`config.mk`:
```
export PLATFORM = sky130hd
export DESIGN_NAME = sae_device_flat
export DESIGN_NICKNAME = d
export VERILOG_FILES = /design/src/include/sae_pkg.sv /design/src/include/sae_if.sv /design/src/hw/sae_page_reg.sv /design/src/hw/sae_device.sv /design/src/flat_wrapper.sv
export SDC_FILE = /design/constraint.sdc
export NUM_CORES = 1
export LEC_CHECK = 0
export BUFFER_PORTS_ARGS = -buffer_cell sky130_fd_sc_hd__clkbuf_2
export CAP_MARGIN = 20
export CORE_UTILIZATION = 56
export CTS_CLUSTER_DIAMETER = 80
export DETAILED_ROUTE_END_ITERATION = 16
export HOLD_SLACK_MARGIN = 0.1
export PLACE_DENSITY = 0.81
export SYNTH_ARGS = -nofsm -noshare
export SYNTH_HDL_FRONTEND = slang
export SYNTH_SLANG_ARGS = --single-unit
```
`constraint.sdc`:
```
create_clock -name clk -period 2.2 [get_ports clk]
set_input_delay 0.33 -clock clk [delete_from_list [all_inputs] [get_ports clk]]
set_output_delay 0.33 -clock clk [all_outputs]
set_load 0.01 [all_outputs]
```
`src/include/sae_pkg.sv`:
```
// Constants and types shared by both ends of the special function register address extension
package sae_pkg;
    localparam int SFR_BASE = 128;
    localparam logic [7:0] SFR_FIRST = 8'h80;
    localparam logic [7:0] SYSCON_ADDR = 8'h8F;
    localparam logic [7:0] SYSCON_RESET = 8'h04;
    localparam int MAP_SEL_BIT = 0;
    localparam int INTERRUPT_MODE_BIT = 4;
    localparam int FIXED_ONE_BIT = 2;
    localparam logic [7:0] SYSCON_WMASK = 8'h11;
    localparam int PAGE_LSB = 0;
    localparam int PAGE_W = 3;
    localparam int SLOT_LSB = 4;
    localparam int SLOT_W = 2;
    localparam int OPER_LSB = 6;
    localparam int SLOT_COUNT = 4;
    localparam logic [7:0] PAGE_RESET = 8'h00;
    localparam int MODULE_COUNT = 3;
    // Page register addresses in the mapped area, one per paged module
    localparam logic [7:0] PORT_PAGE_ADDR = 8'hB2;
    localparam logic [7:0] ADC_PAGE_ADDR = 8'hD1;
    localparam logic [7:0] SCU_PAGE_ADDR = 8'hBF;
    // Controller command registers
    localparam logic [3:0] CMD_ADDR = 4'h0;
    localparam logic [3:0] CMD_WDATA = 4'h1;
    localparam logic [3:0] CMD_GO = 4'h2;
    localparam logic [3:0] CMD_STATUS = 4'h3;
    localparam logic [3:0] CMD_RDATA = 4'h4;
    localparam logic [3:0] CMD_TARGET = 4'h5;
    typedef enum logic [1:0] {
        OPER_MANUAL0 = 2'b00,
        OPER_MANUAL1 = 2'b01,
        OPER_SAVE = 2'b10,
        OPER_RESTORE = 2'b11
    } sae_oper_type;
    typedef enum logic [1:0] {
        ST_IDLE = 2'b00,
        ST_ISSUE = 2'b01,
        ST_DONE = 2'b11
    } sae_state_type;
endpackage : sae_pkg

```
`src/include/sae_if.sv`:
```
// Special function register access link between processor side and address extension logic
`timescale 1ns/1ps
interface sae_if;
    logic [7:0] addr;
    logic [7:0] wdata;
    logic wr;
    logic rd;
    logic [7:0] rdata;
    logic mapped;
    logic [2:0] portPage;
    logic [2:0] adcPage;
    logic [2:0] scuPage;
    modport device (input addr, input wdata, input wr, input rd, output rdata, output mapped,
                    output portPage, output adcPage, output scuPage);
    modport core (output addr, output wdata, output wr, output rd, input rdata, input mapped,
                  input portPage, input adcPage, input scuPage);
endinterface : sae_if

```
`src/hw/sae_page_reg.sv`:
```
// One module page register with four page storage slots
`timescale 1ns/1ps
module sae_page_reg (
    input wire logic clk,
    input wire logic reset,
    input wire logic clkEn,
    input wire logic wrEn,
    input wire logic [7:0] wdata,
    output logic [2:0] page
);
    import sae_pkg::*;
    logic [2:0] page_q;
    logic [2:0] slot_q [SLOT_COUNT];
    sae_oper_type pageOper;
    logic [1:0] slotSel;
    assign pageOper = sae_oper_type'(wdata[OPER_LSB +: 2]);
    assign slotSel = wdata[SLOT_LSB +: SLOT_W];
    assign page = page_q;
    always_ff @(posedge clk) begin
        if (reset) begin
            page_q <= PAGE_RESET[2:0];
        end else if (clkEn && wrEn) begin
            if (pageOper == OPER_RESTORE) begin
                page_q <= slot_q[slotSel];
            end else begin
                page_q <= wdata[PAGE_LSB +: PAGE_W];
            end
        end
    end
    genvar i;
    generate
        for (i = 0; i < SLOT_COUNT; i++) begin : gSlot
            always_ff @(posedge clk) begin
                if (reset) begin
                    slot_q[i] <= PAGE_RESET[2:0];
                end else if (clkEn && wrEn && pageOper == OPER_SAVE && slotSel == SLOT_W'(i)) begin
                    slot_q[i] <= page_q;
                end
            end
        end
    endgenerate
endmodule : sae_page_reg

```
`src/hw/sae_device.sv`:
```
// Address extension logic: map select register and paged module registers
//
// Behaviour
// Decode accesses in range 80 to FF
// Standard and mapped areas share addresses
// Area chosen by map bit at 8F
// Map bit zero standard, one mapped
// Hardware never clears map bit
// Control register resets 04, bit2 one
// Bits 7:5, 3, 1 read zero
// Software uses AND/OR on map bit
// Module page field selects visible registers
// Page count may differ per module
// Rewrite page before accessing other page
// Set map and page before paged access
// Four storage slots per page register
// Save writes old page, loads new
// Restore loads slot, ignores data page
// Paging for ports, converter, system control
// Page field bits 2:0, reads active
// Slot number bits 5:4, write-only
// Operation bits 7:6: save, restore
// Upper operation bit zero: direct write
// New setting effective on next access
//
// Local design decision: the strobed register port.
`timescale 1ns/1ps
module sae_device (
    input wire logic clk,
    input wire logic reset,
    input wire logic clkEn,
    sae_if.device bus,
    output logic [7:0] controlReg,
    output logic accessValid
);
    import sae_pkg::*;
    logic [7:0] syscon_q;
    logic [7:0] rdata_q;
    logic [2:0] pages [MODULE_COUNT];
    logic [MODULE_COUNT-1:0] pageWr;
    logic [MODULE_COUNT-1:0] pageHit;
    logic [2:0] pageView;
    logic inRange;

    function automatic logic [7:0] syscon_view(input logic [7:0] stored);
        logic [7:0] v;
        v = stored & SYSCON_WMASK;
        v[FIXED_ONE_BIT] = 1'b1;
        return v;
    endfunction : syscon_view

    // Shared by write enable and read mux so both sides always agree on which page register is hit
    function automatic logic [MODULE_COUNT-1:0] page_hit(input logic [7:0] a, input logic mapSel);
        logic [MODULE_COUNT-1:0] h;
        h = '0;
        if (mapSel && a[7]) begin
            h[0] = a == PORT_PAGE_ADDR;
            h[1] = a == ADC_PAGE_ADDR;
            h[2] = a == SCU_PAGE_ADDR;
        end
        return h;
    endfunction : page_hit

    assign inRange = bus.addr[7];
    assign accessValid = inRange && (bus.rd || bus.wr);
    // Page registers live only in the mapped area; map bit is the stored one, so a map change applies from the next access
    assign pageHit = page_hit(bus.addr, syscon_q[MAP_SEL_BIT]);
    assign pageWr = (clkEn && bus.wr) ? pageHit : '0;
    always_comb begin
        pageView = 3'h0;
        for (int j = 0; j < MODULE_COUNT; j++) begin
            if (pageHit[j]) begin
                pageView = pages[j];
            end
        end
    end
    genvar m;
    generate
        for (m = 0; m < MODULE_COUNT; m++) begin : gMod
            sae_page_reg sae_page_reg_inst (
                .clk(clk),
                .reset(reset),
                .clkEn(clkEn),
                .wrEn(pageWr[m]),
                .wdata(bus.wdata),
                .page(pages[m])
            );
        end
    endgenerate
    // Control register is visible in both areas; only software changes the map bit
    always_ff @(posedge clk) begin
        if (reset) begin
            syscon_q <= SYSCON_RESET;
        end else if (clkEn && bus.wr && bus.addr == SYSCON_ADDR) begin
            syscon_q <= syscon_view(bus.wdata);
        end
    end
    always_ff @(posedge clk) begin
        if (reset) begin
            rdata_q <= 8'h00;
        end else if (clkEn && bus.rd) begin
            if (bus.addr == SYSCON_ADDR) begin
                rdata_q <= syscon_view(syscon_q);
            end else if (|pageHit) begin
                rdata_q <= {5'h00, pageView};
            end else begin
                rdata_q <= 8'h00;
            end
        end
    end
    assign bus.rdata = rdata_q;
    assign bus.mapped = syscon_q[MAP_SEL_BIT];
    assign bus.portPage = pages[0];
    assign bus.adcPage = pages[1];
    assign bus.scuPage = pages[2];
    assign controlReg = syscon_view(syscon_q);
endmodule : sae_device

```
`src/flat_wrapper.sv`:
```
// flat-port wrapper written by rule: the top's interface ports become plain ports
module sae_device_flat import sae_pkg::*;
  (clk, reset, clkEn, controlReg, accessValid, bus_addr, bus_wdata, bus_wr, bus_rd, bus_rdata, bus_mapped, bus_portPage, bus_adcPage, bus_scuPage);
  sae_if bus_i ();
  input wire logic clk;
  input wire logic reset;
  input wire logic clkEn;
  output logic [7:0] controlReg;
  output logic accessValid;
  input wire logic [$bits(bus_i.addr)-1:0] bus_addr;
  input wire logic [$bits(bus_i.wdata)-1:0] bus_wdata;
  input wire logic [$bits(bus_i.wr)-1:0] bus_wr;
  input wire logic [$bits(bus_i.rd)-1:0] bus_rd;
  output wire logic [$bits(bus_i.rdata)-1:0] bus_rdata;
  output wire logic [$bits(bus_i.mapped)-1:0] bus_mapped;
  output wire logic [$bits(bus_i.portPage)-1:0] bus_portPage;
  output wire logic [$bits(bus_i.adcPage)-1:0] bus_adcPage;
  output wire logic [$bits(bus_i.scuPage)-1:0] bus_scuPage;
  assign bus_i.addr = bus_addr;
  assign bus_i.wdata = bus_wdata;
  assign bus_i.wr = bus_wr;
  assign bus_i.rd = bus_rd;
  assign bus_rdata = bus_i.rdata;
  assign bus_mapped = bus_i.mapped;
  assign bus_portPage = bus_i.portPage;
  assign bus_adcPage = bus_i.adcPage;
  assign bus_scuPage = bus_i.scuPage;
  sae_device u_core (.clk(clk), .reset(reset), .clkEn(clkEn), .bus(bus_i), .controlReg(controlReg), .accessValid(accessValid));
endmodule
```
---- After elaboration in Yosys (flattened, before gate mapping) ----
Memory sizes are Yosys's and may differ from the RTL's.
Cells that the tools add are included.
storage, ports and cells
  ROM bits ................................ 0
  RAM bits ................................ 36
  memories kept ........................... 3
  word-level logic and storage cells ...... 115
  register bits after elaboration ......... 19
  bits in latches ......................... 0
cells by class
  div/mod/pow operators ................... 0
  shift-type cells ........................ 0
  add/sub/neg operators ................... 0
  multipliers ............................. 0
  reduce and logical (&&, ||, !) cells .... 26
  equality and inequality tests ........... 9
  multiplexer cells ....................... 60
  order comparisons ....................... 0
  bitwise gates (word level) .............. 12
memory list
  name                                     words  width  rd ports  clocked after Yosys merged registers in  write ports  RTL line            RTL
  u_core.gMod[0].sae_page_reg_inst.slot_q  4      3      1         0                                        4            sae_page_reg.sv:13  logic [2:0] slot_q [SLOT_COUNT];
  u_core.gMod[1].sae_page_reg_inst.slot_q  4      3      1         0                                        4            sae_page_reg.sv:13
  u_core.gMod[2].sae_page_reg_inst.slot_q  4      3      1         0                                        4            sae_page_reg.sv:13
operator list
  cell                                            number
  2-to-1 mux 3 bit                                21
  2-to-1 mux 1 bit                                38
  == test 8 bit (second input constant)           4
  logical AND 1 bit                               23
  bitwise OR 1 bit                                12
  == test 2 bit (second input constant)           4
  2-to-1 mux 8 bit                                1
  OR reduction 3 bit                              1
  == test 2 x 1 -> 1 bit (second input constant)  1
  zero test 2 bit                                 1
  logical OR 1 bit                                1

---- Depth between registers and ports, before layout ----
Gate-level depths: netlist of the first run.
  depth in word-level cells ............... 10
  gate-level depth with buffers ........... 5
  depth with buffers taken out ............ 4

---- Hierarchy ----
From an unflattened synthesis of the first run, not the netlist that was laid out.
second synthesis, totals
  cell total of the unflattened synthesis .. 271
  area total of the unflattened synthesis .. 2768.9 µm²
by module, submodules not included
  module        instances  area each (µm²)  sequential area each (µm²)  cells each
  sae_page_reg  3          737.0            420.4                       65
  sae_device    1          558.0            120.1                       76

---- Worst setup path before layout of the first run ----
Ideal clock, no wire load.
  path type ............................... input port to flip-flop
  from .................................... input port bus_wdata[4]
  to ...................................... memory u_core.gMod[0].sae_page_reg_inst.slot_q[0][0], enable pin
  stages .................................. 5
  library setup time ...................... 0.326 ns
  setup slack ............................. 0.412 ns
  data arrival time ....................... 1.461 ns
  cells stage by stage .................... buf_2 -> clkbuf_1 -> or2_2 -> clkbuf_1 -> o21bai_1
RTL lines
  item         RTL line            RTL
  from (decl)  flat_wrapper.sv:11  input wire logic [$bits(bus_i.wdata)-1:0] bus_wdata;
  to (decl)    sae_page_reg.sv:13

==> results.json, run 1 <==
{
  "dieArea_um2": 5214,
  "switching_share": 0.2304,
  "min_period_ps": 1802,
  "gp_congestion": 0.9674,
  "cts.path.max_buffers": 2,
  "cp_max_fo": 6,
  "async_flop_share": 0,
  "cts-root-buf": "clkbuf_8",
  "ctsResizeCount": 0,
  "clk_pin_slew_worst_paths_ps": 90,
  "dr.first_iter.drc_count": 152,
  "die_x_um": 72.21,
  "synth_seq_cells": 51,
  "cts_made_buffers": 5,
  "power_density_nw_per_um2": 609.2,
  "max_freq_ghz": 0.5548,
  "cp-end-kind": "flip-flop",
  "yosys.area_share.simple": 0.2221,
  "grt_overflow_total": 0,
  "netlist.area_leader.share": 0.3917,
  "maxSlewHeadroom": 0.6095,
  "slew_violations": 0,
  "track_usage": 0.2492,
  "post-cts-setup-buffer-count": 0,
  "dp_hpwl_um": 4635,
  "layout.nets": 303,
  "cpPeakStageDelay_ps": 380,
  "reg2reg_from": "u_core.syscon_q[0]",
  "synth_top_family_by_area": "simple AND/OR/NAND/NOR gates",
  "rsz0062_at_grt": "no",
  "hp-class": "input port to flip-flop",
  "cp_slowest_cell": "dfxtp_1",
  "cts_tree": "built",
  "setup_viol": 0,
  "die_h_um": 72.21,
  "final_common_cell": "nor2_1",
  "crit_chain": "nand4bb_1 -> buf_4 -> nor3_1 -> nand3_1 -> nor2_1",
  "antenna_found_initial": 0,
  "via_count": 2080,
  "synth_xor_xnor_area_share": 0.003173,
  "r2r-end": "u_core.gMod[1].sae_page_reg_inst.slot_q[3][2]",
  "power_frac_seq": 0.559,
  "syn_area_um2": 2760,
  "core_area_um2": 4723,
  "worstMarginPinSlew_ps": 580.6,
  "r2r_slack_ps": 400,
  "rr_worst_depth": 5,
  "finalHoldViolations": 0,
  "grt_pass1_vias": 1952,
  "ir_drop_uv": 286.9,
  "drive_gt1_frac": 0.2766,
  "initial_core_util": 0.5844,
  "synthToLayoutAreaGrowth_pct": 12.24,
  "portBuffers": 36,
  "final_antenna_net_count": 0,
  "synth-compound-area-share": 0.1355,
  "ys_seq_area_frac": 0.5005,
  "synth_edf_count": 36,
  "n_fill_cell": 362,
  "worst_setup_path_start_kind": "flip-flop",
  "status": "finished clean",
  "synth_cell_type_count": 46,
  "ios": 48,
  "worstPathRequired_ps": 2360,
  "combPwrFrac": 0.102,
  "crit_type": "flip-flop to flip-flop",
  "tns_ps": 0,
  "synthAdderAreaFrac": 0,
  "finalCritPeriodShare": 0.8193,
  "htreeDepth": 2,
  "cts_hold_buf": 0,
  "routedWlPerCell_um": 17.83,
  "skew_ps": 3.970,
  "grt_pass1_wl_um": 9563,
  "crit_end": "u_core.gMod[1].sae_page_reg_inst.slot_q[3][2]",
  "routed_wl_um": 6223,
  "grt_start_max_net_pins": 21,
  "power.leakage_nw": 1.111,
  "p_total_mw": 1.887,
  "cp.arrival_ps": 1960,
  "synth_top_cell_by_area": "edfxtp_1",
  "via_per_inst": 5.960,
  "p_sw_uw": 434.8,
  "syn_avg_cell_area_um2": 11.27,
  "postLayoutCoreUtil": 0.6559,
  "synthFlopType": "edfxtp_1",
  "synthCells": 245,
  "pwr-share-clk": 0.339,
  "layout_common_cells": "52 x nor2_1, 36 x clkbuf_2, 36 x edfxtp_1",
  "antennaDiodeCount": 0,
  "synth.area.mux_share": 0.08069,
  "clkSinkCount": 51,
  "maxCapViolCount": 0,
  "insertion_delay_ps": 300,
  "first_pass_iters": 4,
  "drc": 0,
  "synthTopCellsByArea": "edfxtp_1 39%, dfxtp_1 11%, mux4_2 7.3%",
  "internal-power_mw": 1.452,
  "floorplan.rows": 25,
  "crit_start": "u_core.syscon_q[0]",
  "ys_warn_count": 0
}
==> how the worst min path moves through the flow <==
stage                                                     to  slack, ps  cells past startpoint           startpoint
floorplan                                u_core.bus.rdata[4]        480                      2  u_core.bus.rdata[4]
global placement                         u_core.bus.rdata[4]        440                      2  u_core.bus.rdata[4]
detailed placement                       u_core.bus.rdata[4]        460                      2  u_core.bus.rdata[4]
CTS                                       u_core.syscon_q[0]        310                      3         bus_wdata[0]
global route        u_core.gMod[2].sae_page_reg_inst.page[1]        340                      2                reset
finish                                    u_core.syscon_q[0]        320                      3         bus_wdata[0]
==> stage by stage <==
stage | instances | hold WS (ps) | area [um2] | worst slack, ps
after CTS | 349 | 311.7 | 3098 | 418.4
final | 349 | 315.1 | 3098 | 397.6
after global placement | 342 | 440.6 | 2992 | 304.9
after detailed placement | 342 | 457.2 | 2992 | 239.5
after global routing | 349 | 344.3 | 3098 | 298.1
after floorplan | 253 | 476.1 | 2790 | 412.4
==> layout make-up <==
| cell class | instances | area [um2] | area share |
|---|---|---|---|
| clock buffer | 5 | 68.82 | 0.02221 |
| timing repair buffer | 46 | 255.2 | 0.08239 |
| tap | 67 | 83.83 | 0.02706 |
| inverter | 4 | 15.01 | 0.004847 |
| clock inverter | 2 | 37.54 | 0.01212 |
| sequential | 51 | 1381 | 0.4459 |
| multi-input combinational | 174 | 1256 | 0.4055 |
==> Yosys cell counts, drive strengths merged, types with 3 or more instances <==
master   instances
nand2b           5
or2              3
a211oi          10
nand3           11
nand2            8
a31oi            9
buf             14
a2111oi          3
a21boi           3
a21o             6
nor2            52
inv              4
nand4bb          4
dfxtp           15
nor4             8
clkbuf          10
o21bai           5
nor3             8
mux4             9
edfxtp          36
==> kinds of logic (layout without fill, tap and decap cells) <==
family                    count (synthesis)  after routing
other                                     2             10
AOI/OAI and AO/OA                        47             47
buffers and inverters                    28             57
DFF                                      51             51
muxes                                    11             11
xor gates and xnor gates                  1              1
and+or+nand+nor                         105            105
==> flip-flops by register name (all words and copies together) (netlist names) <==
register                              count
u_core.gMod.sae_page_reg_inst.page        9
u_core.bus.rdata                          4
u_core.syscon_q                           2
u_core.gMod.sae_page_reg_inst.slot_q     36
==> power groups by stage <==
stage                     Combinational, mW  Clock, mW  Sequential [mW]
final                                 0.193      0.639             1.05
after global routing                  0.209      0.681             1.06
after CTS                             0.192      0.643             1.05
after detailed placement              0.191          0             1.08
after global placement                0.186          0             1.07
after floorplan                       0.141          0             1.07
==> critical path: cells and delay by family (launching register included) <==
kind	cells	cell delay, ps
AND/OR/NAND/NOR	4	1040
buffers and inverters	1	240
flip-flops	1	380
==> per-layer routing <==
layer | GRT usage | routed length, um
met5 | 0 | 0
met4 | 0.09804 | 110
met3 | 0.04722 | 285
met2 | 0.4424 | 3274
met1 | 0.2990 | 2553
No activity file was read; power rests on OpenSTA's default activity.
==> run 2: changes to the inputs <==
CORE_UTILIZATION = 50   (was 56)
PLACE_DENSITY = 0.76   (was 0.81)
clock period = 1.6 ns   (was 2.2 ns; I/O delays follow)
==> run 2 against run 1 <==
Effect of this change:
- final area rose by 12%
- die area is 12% higher
- flip-flop and latch count unchanged
- largest power group unchanged
- register-to-register slack worse by 330 ps
- maximum frequency grew 18%
- clock power grew 42%
- sequential power grew 38%
- critical path type unchanged
- clock skew up 0.65 ps
- hold slack got worse by 96 ps
==> results.json, run 2 (synthesized netlist as in run 1, its figures left out) <==
{
  "status": "finished clean",
  "slew_violations": 0,
  "ir_drop_uv": 500.8,
  "worst_setup_path_start_kind": "flip-flop",
  "whs_endpoint": "u_core.syscon_q[0]",
  "worstPathRequired_ps": 1830,
  "hold_ws_ps": 218.7,
  "insertion_delay_ps": 300,
  "cpPeakStageDelay_ps": 390,
  "layout_common_cells": "50 x nor2_1, 42 x buf_4, 36 x clkbuf_2, 36 x edfxtp_1, 14 x dfxtp_1",
  "ios": 48,
  "rr_worst_depth": 7,
  "cp_common_cell": "buf_4",
  "cp_num_buf_inv": 3,
  "power.leakage_nw": 1.326,
  "dr.first_iter.drc_count": 174,
  "placed_area_um2": 3264,
  "dieArea_um2": 5822,
  "grt_pass1_vias": 2279,
  "critical-path-top-delay-family": "buffers and inverters",
  "maxSlewHeadroom": 0.6442,
  "finalCritPeriodShare": 0.9553,
  "gp_congestion": 0.8810,
  "min_period_ps": 1528,
  "cp_max_fo": 7,
  "max_freq_ghz": 0.6543,
  "cts_tree": "built",
  "setup_slack_ps": 71.58,
  "postLayoutCoreUtil": 0.6644,
  "worstMarginPinSlew_ps": 528.9,
  "drc": 0,
  "pre_cts_slack_ps": -98.03,
  "htreeDepth": 2,
  "final_antenna_net_count": 0,
  "r2r-end": "u_core.gMod[0].sae_page_reg_inst.page[2]",
  "routed_wl_um": 6580,
  "via_count": 2262,
  "initial_core_util": 0.5303,
  "fin_area_um2": 3458,
  "clkSinkCount": 51,
  "crit_chain": "nand4bb_1 -> buf_6 -> buf_4 -> nor4_4 -> buf_4 -> nor2_1 -> a211oi_1",
  "reg2reg_from": "u_core.syscon_q[0]",
  "cts_hold_buf": 0,
  "cts_made_buffers": 5,
  "cp.arrival_ps": 1750,
  "track_usage": 0.2426,
  "die_h_um": 76.30,
  "crit_type": "flip-flop to flip-flop",
  "min_from": "bus_wdata[0]",
  "portBuffers": 36,
  "holdPathStages": 3,
  "largest-register": "u_core.gMod.sae_page_reg_inst.slot_q",
  "power_density_nw_per_um2": 772.2,
  "via_per_inst": 5.845,
  "synthToLayoutAreaGrowth_pct": 25.29,
  "floorplan.rows": 26,
  "final_common_cell": "nor2_1",
  "skew_ps": 4.618,
  "hp-class": "input port to flip-flop",
  "core_area_um2": 5205,
  "grt_pass1_wl_um": 10920,
  "n_fill_cell": 387,
  "largest_register_ffs": 36,
  "drive_gt1_frac": 0.3975,
  "grt_start_max_net_pins": 20,
  "antenna_found_initial": 0,
  "die_x_um": 76.30,
  "maxCapViolCount": 0,
  "clk_pin_slew_worst_paths_ps": 100,
  "routedWlPerCell_um": 17.00,
  "first_pass_iters": 4,
  "cp-end-kind": "flip-flop",
  "tns_ps": 0,
  "layout.nets": 337,
  "grt_overflow_total": 0,
  "finalHoldViolations": 0,
  "setup_viol": 0,
  "cts-root-buf": "clkbuf_8",
  "cp_slowest_cell": "dfxtp_4",
  "cts.path.max_buffers": 2,
  "antennaDiodeCount": 0,
  "dp_hpwl_um": 5087,
  "r2r_slack_ps": 70
}
==> run 2: cell types whose count changed in the layout (fill, tap and decap cells not counted), moves of 2 or more <==
cell | previous run | this run
nand3_1 | 10 | 7
nor2_2 | 0 | 2
buf_4 | 10 | 42
o21bai_1 | 5 | 1
nor2_1 | 52 | 50
o21bai_2 | 0 | 3
nand3_2 | 1 | 4
==> run 2: final cells by class <==
type                       instances  area, um2  share of cell area
clock inverter                     3      42.54             0.01230
tap                               70      87.58             0.02533
timing repair buffer              80      526.8              0.1523
sequential                        51       1385              0.4005
multi-input combinational        174       1333              0.3853
clock buffer                       5      68.82             0.01990
inverter                           4      15.01            0.004342
==> run 2: power by group <==
| group | internal [mW] | switching, mW |
|---|---|---|
| Clock | 0.467 | 0.440 |
| Sequential | 1.44 | 0.00994 |
| Combinational | 0.139 | 0.178 |
| Total | 2.04 | 0.628 |
==> run 2: how the worst max path moves through the flow <==
| stage | start | end | slack (ps) | cells after the start |
|---|---|---|---|---|
| 3_3_place_gp | bus_addr[6] | u_core.gMod[0].sae_page_reg_inst.slot_q[0][2] | -60 | 5 |
| 5_1_grt | u_core.syscon_q[0] | u_core.bus.rdata[1] | -10 | 6 |
| 4_1_cts | u_core.syscon_q[0] | u_core.gMod[1].sae_page_reg_inst.slot_q[0][2] | -5 | 5 |
| 3_5_place_dp | bus_addr[6] | u_core.gMod[0].sae_page_reg_inst.slot_q[0][2] | -100 | 5 |
| 6_report | u_core.syscon_q[0] | u_core.gMod[0].sae_page_reg_inst.page[2] | 70 | 7 |
| 2_1_floorplan | bus_wdata[4] | u_core.gMod[0].sae_page_reg_inst.slot_q[0][0] | 7 | 5 |
==> run 2: tightest hold or removal path: stages <==
cell      delay (ps)
clkbuf_2         100
mux2i_1           60
nor2_1            90
==> run 2: per-layer routing <==
metal | vias to the layer above | part of all wire | GRT usage | wire [um]
li1 | 1043 | - | - | -
met1 | 1081 | 0.38 | 0.2773 | 2533
met2 | 113 | 0.51 | 0.4342 | 3385
met3 | 25 | 0.057 | 0.03952 | 376
met4 | 0 | 0.043 | 0.1269 | 285
met5 | - | 0 | 0 | 0
==> run 2: through the flow <==
step / total power [mW] / cells
final: 2.671 / 387
after global routing: 2.749 / 387
after CTS: 2.668 / 385
after detailed placement: 1.787 / 377
after global placement: 1.777 / 377
after floorplan: 1.672 / 253
==> run 2: timing repair <==
item                                   4_1_cts  5_1_grt
setup endpoints to repair                    3       46
gates resized for setup                      1       13
endpoints found under the hold margin        0        0
pin swaps                                    1        6
setup buffers                                0        2
==> run 3: changes to the inputs <==
CELL_PAD_IN_SITES_DETAIL_PLACEMENT = 0   (was unset)
CELL_PAD_IN_SITES_GLOBAL_PLACEMENT = 1   (was unset)
CORE_UTILIZATION = 40   (was 50)
PLACE_DENSITY = 0.77   (was 0.76)
==> run 3 against run 2 <==
Effect of this change:
- count of clock-buffer cells in the layout did not move
- clock skew rose by 4.8 ps
- maximum frequency rose by 0.47%
- first-iteration DRC count fell by 40%
- hold slack got worse by 8.1 ps
- cell count rose by 1.0%
- utilization fell by 14 points
- sequential share of layout area rose by 0.72 points
- clock power fell by 2%
- combinational power barely moved
- total power fell by 0.73%
- wire length fell by 4.1%
- highest routed layer unchanged
==> results.json, run 3 (synthesized netlist as in run 1, its figures left out) <==
{
  "status": "finished clean",
  "initial_core_util": 0.4250,
  "via_per_inst": 5.358,
  "p_sw_uw": 606.8,
  "maxCapViolCount": 0,
  "cp_common_cell": "buf_4",
  "cp-end-kind": "flip-flop",
  "pwr-share-clk": 0.335,
  "layout_common_cells": "52 x nor2_1, 41 x buf_4, 36 x clkbuf_2, 36 x edfxtp_1, 14 x dfxtp_1",
  "cp_num_buf_inv": 2,
  "cp.arrival_ps": 1720,
  "grt_pass1_wl_um": 10300,
  "dp_hpwl_um": 5031,
  "skew_ps": 9.377,
  "clk_pin_slew_worst_paths_ps": 90,
  "rsz0062_at_grt": "yes",
  "internal-power_mw": 2.044,
  "ir_drop_uv": 521.2,
  "track_usage": 0.1860,
  "tns_ps": 0,
  "grt_start_max_net_pins": 19,
  "clkSinkCount": 51,
  "largest_register_ffs": 36,
  "grt_overflow_total": 0,
  "cpPeakStageDelay_ps": 370,
  "portBuffers": 36,
  "critical-path-top-delay-family": "compound AO/OA/AOI/OAI gates",
  "dr.first_iter.drc_count": 105,
  "cts.path.max_buffers": 2,
  "fin_area_um2": 3391,
  "routed_wl_um": 6308,
  "routedWlPerCell_um": 16.13,
  "cts_hold_buf": 0,
  "largest-register": "u_core.gMod.sae_page_reg_inst.slot_q",
  "cts_tree": "built",
  "ios": 48,
  "finalHoldViolations": 0,
  "drive_gt1_frac": 0.3790,
  "min_period_ps": 1521,
  "worst_setup_path_start_kind": "flip-flop",
  "drc": 0,
  "via_count": 2095,
  "cp_slowest_cell": "dfxtp_2",
  "crit_chain": "nand4bb_1 -> buf_4 -> nor3_4 -> buf_4 -> a311oi_1 -> o41ai_1",
  "power_frac_seq": 0.547,
  "r2r_slack_ps": 80,
  "insertion_delay_ps": 300,
  "switching_share": 0.2289,
  "floorplan.rows": 29,
  "final_common_cell": "nor2_1",
  "die_h_um": 85.07,
  "setup_viol": 0,
  "max_freq_ghz": 0.6574,
  "gp_congestion": 0.8357,
  "cp_max_fo": 7,
  "synthToLayoutAreaGrowth_pct": 22.85,
  "dieArea_um2": 7237,
  "layout.nets": 334,
  "p_total_mw": 2.651,
  "antenna_found_initial": 0,
  "power_density_nw_per_um2": 781.8,
  "cts_made_buffers": 5,
  "slew_violations": 0,
  "hp-class": "input port to flip-flop",
  "grt_pass1_vias": 2056,
  "worstPathRequired_ps": 1800,
  "placed_area_um2": 3246,
  "die_x_um": 85.07,
  "finalCritPeriodShare": 0.9508,
  "antennaDiodeCount": 0,
  "final_antenna_net_count": 0,
  "cts-root-buf": "clkbuf_8",
  "core_area_um2": 6495,
  "power.leakage_nw": 1.295,
  "htreeDepth": 2,
  "first_pass_iters": 4,
  "combPwrFrac": 0.118,
  "crit_type": "flip-flop to flip-flop"
}
-- run 3: changes by cell type in the layout (fill, tap and decap cells not counted), moves of 2 or more --
| cell | delta |
|---|---|
| nor2_1 | +2 |
| nand3_2 | -3 |
| nor2_2 | -2 |
| nand3_1 | +3 |
-- run 3: per-stage QoR --
stage | hold WS [ps] | std cells | setup slack [ps] | util
6_report | 210.6 | 391 | 78.77 | 0.5221
5_1_grt | 235.9 | 391 | -7.966 | 0.5221
4_1_cts | 216.1 | 390 | 25.15 | 0.5170
3_5_place_dp | 454.9 | 382 | -76.26 | 0.4997
3_3_place_gp | 443.5 | 382 | -39.21 | 0.4997
2_1_floorplan | 387.1 | 253 | 6.743 | -
-- run 3: worst register-to-register path, stage by stage (launching register included) --
cell and delay [ps]:
dfxtp_2 370, nand4bb_1 110, buf_4 200, nor3_4 150
buf_4 170, a311oi_1 130, o41ai_1 300
-- run 3: path summary, 6_finish.rpt --
kind | endpoint | cells after the start | from
worst max-delay path | u_core.bus.rdata[1] | 6 | u_core.syscon_q[0]
worst min-delay path | u_core.syscon_q[0] | 3 | bus_wdata[0]
worst max register to register | u_core.bus.rdata[1] | 6 | u_core.syscon_q[0]
worst min register to register | u_core.bus.rdata[4] | 2 | u_core.bus.rdata[4]
-- run 3: area by class of cell --
| class | count | area, um2 |
|---|---|---|
| multi-input combinational | 174 | 1296 |
| clock buffer | 5 | 68.82 |
| fill | 576 | 3104 |
| inverter | 4 | 15.01 |
| sequential | 51 | 1383 |
| timing repair buffer | 77 | 488.0 |
| tap | 77 | 96.34 |
| clock inverter | 3 | 43.79 |
-- run 3: power by group through the flow --
stage,sequential [mW],clock (mW),combinational [mW]
5_1_grt,1.45,0.952,0.342
2_1_floorplan,1.48,0,0.197
3_5_place_dp,1.48,0,0.312
6_report,1.45,0.888,0.314
4_1_cts,1.45,0.909,0.312
3_3_place_gp,1.48,0,0.308
-- run 3: routing by layer --
layer,global-route usage,wire [um],share of wire,up-vias
li1,-,-,-,1037
met3,0.02432,261,0.041,7
met1,0.2372,2746,0.44,989
met4,0.06780,115,0.018,0
met5,0,0,0,-
met2,0.3240,3185,0.50,62
-- run 3: timing repair --
item | CTS | global route
endpoints found under the setup margin | 0 | 30
setup buffers | 0 | 1
resized for setup | 0 | 5
